## src/pkg/iob_pkg.sv

```systemverilog
// Constants and carrier types for the increment, OR, move and branch execution block.
// Assumes a 14-bit instruction word and one instruction issued per enable pulse.
// Function
// - Increment-skip-if-null adds one to file register 0..127 and writes W when d is 0 or the file when d is 1, touching no status.
// - Increment-skip-if-null turns the next instruction into a no-operation when the sum is zero, taking two cycles.
// - The unconditional branch loads PC bits 10..0 from the literal and PC bits 12..11 from latch bits 4..3.
// - The unconditional branch takes a literal 0..2047, is always taken and takes two cycles.
// - OR-literal ORs W with an 8-bit literal, writes W and updates the zero flag.
// - Plain increment adds one to the file register, writes W or the file by d, and updates the zero flag.
// - OR-with-file ORs W with the file register, writes W or the file by d, and updates the zero flag.
// - The file move copies the file register to W or rewrites it unchanged, updating the zero flag from the value.
package iob_pkg;

    // ==========================================================
    // Opcode fields
    localparam logic [5:0] IOB_OP_INC_SKIP = 6'h0f;
    localparam logic [5:0] IOB_OP_INC = 6'h0a;
    localparam logic [5:0] IOB_OP_ORF = 6'h04;
    localparam logic [5:0] IOB_OP_MOVE = 6'h08;
    localparam logic [5:0] IOB_OP_ORL = 6'h38;
    localparam logic [2:0] IOB_OP_BRANCH = 3'h5;
    localparam int IOB_D_BIT = 7;
    localparam int IOB_LATCH_HI_BIT = 4;
    localparam int IOB_LATCH_LO_BIT = 3;

    // ==========================================================
    // Reset values
    localparam logic [7:0] IOB_W_RST = 8'h00;
    localparam logic [12:0] IOB_PC_RST = 13'h0000;
    localparam logic IOB_Z_RST = 1'h0;

    typedef enum {IOB_EXEC, IOB_FLUSH} iob_state_e;

    // A four-state base type lets the kind travel on nets and ports.
    typedef enum logic [2:0] {IOB_K_NONE, IOB_K_INCSZ, IOB_K_INC, IOB_K_ORF, IOB_K_MOVE, IOB_K_ORL, IOB_K_BRANCH} iob_kind_e;

    typedef struct packed {
        logic [7:0] data;
        logic [6:0] addr;
        logic we;
    } iob_file_wr_s;

endpackage : iob_pkg

```

## src/hw/iob_alu.sv

```systemverilog
// Combinational result path for the block's data operations.
// Assumes the caller has already decoded the instruction kind.
module iob_alu
    import iob_pkg::*;
(
    input wire iob_kind_e kind,
    input wire logic [7:0] w_val,
    input wire logic [7:0] f_val,
    input wire logic [7:0] lit,
    output logic [7:0] result,
    output logic is_zero
);

    wire [7:0] inc_val = 8'(f_val + 8'h01);
    wire [7:0] orl_val = w_val | lit;
    wire [7:0] orf_val = w_val | f_val;

    assign result = (kind == IOB_K_INCSZ || kind == IOB_K_INC) ? inc_val :
                    (kind == IOB_K_ORL) ? orl_val :
                    (kind == IOB_K_ORF) ? orf_val : f_val;
    assign is_zero = (result == 8'h00);

endmodule // iob_alu

```

## src/hw/iob_exec.sv

```systemverilog
// Execution stage for increment, OR, move and unconditional branch instructions.
// Assumes one instruction per CE pulse, the file register value supplied in the same cycle, and an external write port.
module iob_exec
    import iob_pkg::*;
(
    input wire logic CLK,
    input wire logic RST_B,
    input wire logic CE,
    input wire logic [13:0] INSTR,
    input wire logic [7:0] FILE_RD_DATA,
    input wire logic [7:0] PROGRAM_COUNTER_UPPER_LATCH,
    output logic [6:0] FILE_ADDR,
    output logic FILE_WE,
    output logic [7:0] FILE_WR_DATA,
    output logic [7:0] W_OUT,
    output logic Z_OUT,
    output logic Z_WE,
    output logic [12:0] PC_OUT,
    output logic BUSY
);

    // ==========================================================
    // Decode
    function automatic iob_kind_e decode(input logic [13:0] ins);
        if (ins[13:11] == IOB_OP_BRANCH) return IOB_K_BRANCH;
        if (ins[13:8] == IOB_OP_INC_SKIP) return IOB_K_INCSZ;
        if (ins[13:8] == IOB_OP_INC) return IOB_K_INC;
        if (ins[13:8] == IOB_OP_ORF) return IOB_K_ORF;
        if (ins[13:8] == IOB_OP_MOVE) return IOB_K_MOVE;
        if (ins[13:8] == IOB_OP_ORL) return IOB_K_ORL;
        return IOB_K_NONE;
    endfunction

    iob_state_e state_ff, nxt_state;
    logic [7:0] w_ff, nxt_w;
    logic z_ff, nxt_z;
    logic [12:0] pc_ff, nxt_pc;
    logic [7:0] res;
    logic res_zero;
    iob_file_wr_s fw;

    wire iob_kind_e kind = (state_ff == IOB_FLUSH) ? IOB_K_NONE : decode(INSTR);
    wire d_file = INSTR[IOB_D_BIT];
    wire is_data = kind inside {IOB_K_INCSZ, IOB_K_INC, IOB_K_ORF, IOB_K_MOVE};
    wire sets_z = kind inside {IOB_K_INC, IOB_K_ORF, IOB_K_MOVE, IOB_K_ORL};
    wire skip = CE && kind == IOB_K_INCSZ && res_zero;
    wire take = CE && kind == IOB_K_BRANCH;
    wire [12:0] branch_pc = {PROGRAM_COUNTER_UPPER_LATCH[IOB_LATCH_HI_BIT:IOB_LATCH_LO_BIT], INSTR[10:0]};

    iob_alu iob_alu_i (
        .kind(kind),
        .w_val(w_ff),
        .f_val(FILE_RD_DATA),
        .lit(INSTR[7:0]),
        .result(res),
        .is_zero(res_zero)
    );

    // ==========================================================
    // Next state
    assign fw.addr = INSTR[6:0];
    assign fw.data = res;
    assign fw.we = CE && is_data && d_file;
    assign nxt_w = (CE && ((is_data && !d_file) || kind == IOB_K_ORL)) ? res : w_ff;
    assign nxt_z = (CE && sets_z) ? res_zero : z_ff;
    assign nxt_pc = !CE ? pc_ff : take ? branch_pc : 13'(pc_ff + 13'h0001);
    // Both the skipped slot and the branch shadow are flushed, so each costs one extra cycle.
    assign nxt_state = !CE ? state_ff : (skip || take) ? IOB_FLUSH : IOB_EXEC;

    always_ff @(posedge CLK) begin
        if (!RST_B) begin
            state_ff <= IOB_EXEC;
            w_ff <= IOB_W_RST;
            z_ff <= IOB_Z_RST;
            pc_ff <= IOB_PC_RST;
        end else begin
            state_ff <= nxt_state;
            w_ff <= nxt_w;
            z_ff <= nxt_z;
            pc_ff <= nxt_pc;
        end
    end

    assign FILE_ADDR = fw.addr;
    assign FILE_WE = fw.we;
    assign FILE_WR_DATA = fw.data;
    assign W_OUT = w_ff;
    assign Z_OUT = z_ff;
    assign Z_WE = CE && sets_z;
    assign PC_OUT = pc_ff;
    assign BUSY = (state_ff == IOB_FLUSH);
endmodule // iob_exec

```

## config.mk

```make
export PLATFORM = sky130hd
export DESIGN_NAME = iob_exec
export DESIGN_NICKNAME = d
export VERILOG_FILES = /design/src/pkg/iob_pkg.sv /design/src/hw/iob_alu.sv /design/src/hw/iob_exec.sv
export SDC_FILE = /design/constraint.sdc
export NUM_CORES = 1
export LEC_CHECK = 0
export BUFFER_PORTS_ARGS = -buffer_cell sky130_fd_sc_hd__buf_2
export CORE_AREA = 2 2 68 70
export DETAILED_ROUTE_END_ITERATION = 8
export DIE_AREA = 0 0 70 72
export PLACE_DENSITY_LB_ADDON = 0.08
export SYNTH_ARGS = -nofsm -noshare
export SYNTH_HDL_FRONTEND = slang
export SYNTH_SLANG_ARGS = --single-unit
```

## constraint.sdc

```tcl
create_clock -name CLK -period 2.9 [get_ports CLK]
set_input_delay 0.58 -clock CLK [delete_from_list [all_inputs] [get_ports CLK]]
set_output_delay 0.58 -clock CLK [all_outputs]
set_load 0.005 [all_outputs]
```

# == Word level (Yosys, flattened, before mapping) ==
# Cells that the tools add are included.
# op_classes
addsub,2
n_eq_ne,13
mux,40
n_bitwise,2
n_reduce_logical,15
# ops
cell,count
$mux W3,14
$eq A32 B2 Y1 const B,1
$mux W8,3
$mux W1,22
$eq A6 B4 Y1 const B,3
$or A8 B8 Y8,2
$add A13 B1 Y13 const B,1
$mux W13,1
$eq A3 B3 Y1 const B,4
$add A8 B1 Y8 const B,1
$logic_and A1 B1 Y1,8
$logic_not A8 Y1,1
$reduce_bool A4 Y1,2
$eq A3 B2 Y1 const B,2
$eq A6 B3 Y1 const B,1
$eq A6 B6 Y1 const B,1
$eq A3 B1 Y1 const B,1
$logic_or A1 B1 Y1,3
$logic_not A1 Y1,1
# word_totals
reg_bits,54
in_bits,33

# == Logic depth before layout (Yosys ltp) ==
# logic_depth
depth_word,32
ltp_mapped,10

# == Cells and area by module ==
# From an unflattened synthesis, not the netlist that was laid out.
# unflattened
hier_cells,258
area_unflattened_um2,2039.5
# by_module_without_submodules
module,instances,cells_each,area_per_inst_um2
iob_exec,1,182,1472.7
iob_alu,1,76,566.8

# == Worst setup path after synthesis ==
# Ideal clock, no wire load.
# synth_timing
path_kind,input to register
start,input port INSTR[9]
end,register z_ff (netlist: Z_OUT)
arrival_ps,2910
setup_slack_ps,-79
path_stages,8
cell_sequence,buf_2 -> or4b_4 -> nor2_1 -> mux2_2 -> o31ai_2 -> o221ai_1 -> or4_1 -> o21ai_1
# synth_via
elab_chain_len,19
word_cells_on_any_way,50
classes_between,10 x eq/ne; 36 x mux; 4 x reduce/logical
# synth_rtl
element,line_no,text
"start, declared",iob_exec.sv:9,"input wire logic [13:0] INSTR,"
$eq A6 B4 Y1 / $eq A6 B6 Y1 (equally long branches),"iob_exec.sv:26, iob_exec.sv:30",
$mux W3 / $mux W1 (equally long branches) (2 in series),"iob_exec.sv:26, iob_exec.sv:30",
$mux W3 / $mux W1 (equally long branches),"iob_exec.sv:27, iob_exec.sv:29",
$mux W3 / $mux W1 (equally long branches),iob_exec.sv:28,if (ins[13:8] == IOB_OP_ORF) return IOB_K_ORF;
$mux W3 / $mux W1 (equally long branches),"iob_exec.sv:29, iob_exec.sv:27",
$mux W3 / $mux W1 (equally long branches),"iob_exec.sv:30, iob_exec.sv:26",
$mux W3,iob_exec.sv:31,return IOB_K_NONE;
$mux W3,iob_exec.sv:30,if (ins[13:8] == IOB_OP_ORL) return IOB_K_ORL;
(+2 left out),--,
$mux W3 (*),iob_exec.sv:27,if (ins[13:8] == IOB_OP_INC) return IOB_K_INC;
$mux W3 (*),iob_exec.sv:26,if (ins[13:8] == IOB_OP_INC_SKIP) return IOB_K_INCSZ;
$mux W3 (*),iob_exec.sv:42,wire iob_kind_e kind = (state_ff == IOB_FLUSH) ? IOB_K_NONE : decode(INSTR);
$eq A3 B2 Y1,"iob_alu.sv:20, iob_exec.sv:45",
$mux W8,iob_alu.sv:20,(kind == IOB_K_ORF) ? orf_val : f_val;
$mux W8,iob_alu.sv:19,(kind == IOB_K_ORL) ? orl_val :
$mux W8,iob_alu.sv:18,assign result = (kind == IOB_K_INCSZ || kind == IOB_K_INC) ? inc_val :
$logic_not A8 Y1,iob_alu.sv:21,assign is_zero = (result == 8'h00);
"end signal, assigned",iob_exec.sv:79,z_ff <= nxt_z;
"end, declared",iob_exec.sv:36,"logic z_ff, nxt_z;"
# Mark *: on every way between the ends. The rest lies on a longest branch, timed or not. The select of a mux whose other input is x is not followed.
# A chain may end at the register's enable or synchronous reset.

# == Worst setup path in the final report ==
# layout_timing
start,input port INSTR[8]
end,output port FILE_WR_DATA[3]
# layout_via
elab_chain_len,18
word_cells_on_any_way,46
classes_between,9 x eq/ne; 36 x mux; 1 x reduce/logical
# layout_rtl
element,line_no,text
$eq A6 B4 Y1 / $eq A6 B6 Y1 (equally long branches),"iob_exec.sv:26, iob_exec.sv:30",
$mux W3 / $mux W1 (equally long branches) (2 in series),"iob_exec.sv:26, iob_exec.sv:30",
$mux W3 / $mux W1 (equally long branches),"iob_exec.sv:27, iob_exec.sv:29",
$mux W3 / $mux W1 (equally long branches),iob_exec.sv:28,
$mux W3 / $mux W1 (equally long branches),"iob_exec.sv:29, iob_exec.sv:27",
$mux W3 / $mux W1 (equally long branches),"iob_exec.sv:30, iob_exec.sv:26",
$mux W3,iob_exec.sv:31,
$mux W3,iob_exec.sv:30,
$mux W3,iob_exec.sv:29,if (ins[13:8] == IOB_OP_MOVE) return IOB_K_MOVE;
$mux W3,iob_exec.sv:28,
$mux W3 (*),iob_exec.sv:27,
$mux W3 (*),iob_exec.sv:26,
$mux W3 (*),iob_exec.sv:42,
$eq A3 B2 Y1,iob_alu.sv:20,
$mux W8,iob_alu.sv:20,
$mux W8,iob_alu.sv:19,
$mux W8 (*),iob_alu.sv:18,
"end, declared",iob_exec.sv:14,"output logic [7:0] FILE_WR_DATA,"
# Marked as above.

==> run_results.csv <==
group,metric,value,unit
clock_network,clkTransAtPathRegs,0.09,ns
layout,drive_gt1_share,37.7,%
logic_synthesis,synth_commonest_cells,"nor2_1, dfxtp_1, nand2_1",
route,drt-vias-per-instance,5.79,
logic_synthesis,yosys-top-cells-area,"dfxtp_1, nor2_1, mux2i_1, nand2_1, nand3_1",
logic_synthesis,synth_compound_area_share,25.7,%
floorplan,die_h,72,um
logic_synthesis,synth_warnings,0,
floorplan,dieWidth,70,um
setup_path,arrival,2.36,ns
logic_synthesis,yosys.area_share.simple,32.5,%
timing,setup_tns,-0.0443,ns
setup_path,crit_type,"in2out",
grt,grt_pass1_vias,1949,
layout,fill_cells,429,
timing,worstMarginPinSlew,0.707,ns
logic_synthesis,synth_fa_ha_area_share,1.36,%
timing,setup_viol,1,
layout,regArea,460,um2
layout,design_area,2440,um2
hold_path,hold_start,"Z_OUT",
route,drtPass1Iterations,4,
power_and_ir_drop,peakVddDrop,0.000239,V
layout,fin_cells,368,
layout,diodes,0,
logic_synthesis,yosysMostFrequentCell,"nor2_1",
route,ant_nets,0,
floorplan,fp.dieArea,5040,um2
logic_synthesis,ys_ff_latch,23,
route,totalWireLength,5730,um
logic_synthesis,synth-seq-area-share,24.9,%
hold_path,hp-class,"reg2reg",
setup_path,cp_slowest_cell,"or4b_4",
clock_network,h-tree-depth,1,
setup_path,path_common_cell,"buf_6",
clock_network,cts_sinks,23,
layout,fin_util,57.3,%
logic_synthesis,netlist_area,1850,um2
logic_synthesis,synth-edff-count,0,
logic_synthesis,async_reset_ff_share,0,%
logic_synthesis,synth_cell_types,55,
place,pre_cts_ws,-0.115,ns
setup_path,worstReg2RegStart,"state_ff[0]",
grt,grt_pass1_wl,9600,um
logic_synthesis,synth_top_family_by_area,"simple AND/OR/NAND/NOR gates",
floorplan,fp.coreArea,4260,um2
power_and_ir_drop,p_leak,0.00102,uW
timing,clock_skew,0.00194,ns
setup_path,required,2.32,ns
setup_path,worst-path-max-fanout,4,
place,placed_cells,360,
grt,antenna_found_initial,0,
grt,grtUsageTotal,23.4,%
timing,fin_crit,2.94,ns
clock_network,cts_buffers,3,
logic_synthesis,syn_inst,245,
timing,hold_viol,0,
timing,slew-limit-headroom,52.8,%
logic_synthesis,postSynthAreaPerCell,7.54,um2
power_and_ir_drop,powerDensity,299,nW/um2
logic_synthesis,synthMuxAreaShare,5.49,%
logic_synthesis,syn-num-nets,280,
run_status,violations,"negative setup slack",
logic_synthesis,yosysTopAreaCellShare,24.9,%
place,io_buffers,66,
layout,areaGrowthSynthToFinish,32.4,%
timing,period_share,102,%
clock_network,cts_root_buffer,"clkbuf_8",
floorplan,ios,73,
grt,grt_overflow_total,0,
setup_path,critPathMaxStageDelay,0.56,ns
route,drt_iter0_drc,119,
timing,rsz0062_at_grt,"true",
clock_network,cts_tree,"done",
setup_path,worstPathCellList,"buf_6, or4b_4, o2111a_2, buf_6, nand3b_1, a31oi_2, a311oi_2, buf_2",
logic_synthesis,synth_top_area_cell,"dfxtp_1",
setup_path,startpoint_type,"input pin",
logic_synthesis,ys.flop_type,"dfxtp_1",
layout,multi_input_area,1340,um2
route,wl_per_cell,15.6,um
run_status,status,"complete, but fails checks",
clock_network,clk_latency,0.27,ns
route,drc_errors,0,
clock_network,clockBufferDepth,2,
setup_path,crit_path_start,"INSTR[8]",
grt,grt_max_degree,22,
timing,finalMaxSlewViolations,0,
timing,final.setup.worst_slack,-0.0443,ns
timing,max_freq,340,MHz
place,gp_congestion,0.937,
place,dp_hpwl,4190,um
floorplan,start_util,43.3,%
route,vias,2132,
setup_path,worst_setup_path_end_kind,"output port",
logic_synthesis,synth_xor_area_share,1.90,%
layout,nNetsFinal,352,
floorplan,std_cell_rows,24,
run,max_cap_violations,0,
place,placed_area,2260,um2
-- kinds of logic (layout without fill, tap and decap cells) --
logic type	count (synthesis)	after routing
xor gates and xnor gates	4	4
AOI/OAI and AO/OA	60	60
DFF	23	23
adders and majority gates	2	2
and+or+nand+nor	120	121
muxes	10	10
buffers and inverters	26	96
-- critical path, delay by kind of cell --
| family | cells | cell delay, ns |
|---|---|---|
| AND/OR/NAND/NOR | 2 | 0.65 |
| AO/OA/AOI/OAI | 3 | 0.74 |
| buffers and inverters | 3 | 0.39 |
-- where the power goes --
group,switching (uW),internal (uW)
registers,10.0,323
logic,101,87.9
clock network,113,96.1
total,224,507
-- flip-flops by register name (all words and copies together), names as in the netlist --
| signal | count |
|---|---|
| PC_OUT | 13 |
| W_OUT | 8 |
| Z_OUT | 1 |
| state_ff | 1 |
-- repair_timing --
item,4_1_cts,5_1_grt
hold buffers,0,0
cloned,1,0
setup buffers,2,1
pin swaps,9,9
resized for setup,11,11
endpoints found under the setup margin,6,10
hold endpoints to repair,0,0
-- cells in the final DEF, fill, tap and decap left out, types with 7 or more instances in the layout --
cell,n
buf_2,64
nor2_1,32
dfxtp_1,23
nand2_1,23
buf_4,18
nand3_1,15
o21ai_0,12
mux2i_1,8
nor3_1,7
-- worst paths after layout --
kind | to | slack (ns) | cells past startpoint
worst max-delay path | FILE_WR_DATA[3] | -0.04 | 8
worst min-delay path | Z_OUT | 0.48 | 2
worst max register to register | state_ff[0] | 0.53 | 9
worst min register to register | Z_OUT | 0.48 | 2
-- per-layer routing --
layer / share of wire (%) / global-route usage [%] / up-vias
met1: 45 / 34.4 / 1007
li1: - / - / 1044
met4: 1.2 / 5.98 / 0
met5: 0 / 0 / -
met3: 6.8 / 2.92 / 4
met2: 47 / 36.4 / 77
-- through the flow --
| step | hold WS, ns | power (uW) |
|---|---|---|
| floorplan | 0.453 | 439 |
| global placement | 0.468 | 510 |
| detailed placement | 0.470 | 511 |
| CTS | 0.483 | 732 |
| global route | 0.519 | 770 |
| finish | 0.477 | 731 |
-- layout make-up --
type,count,area share (%)
Multi-Input combinational cell,197,54.9
Inverter,5,0.768
Timing Repair Buffer,87,20.9
Clock buffer,3,1.69
Clock inverter,1,0.205
Tap cell,52,2.66
Sequential cell,23,18.8
No activity file was read; power rests on OpenSTA's default activity.
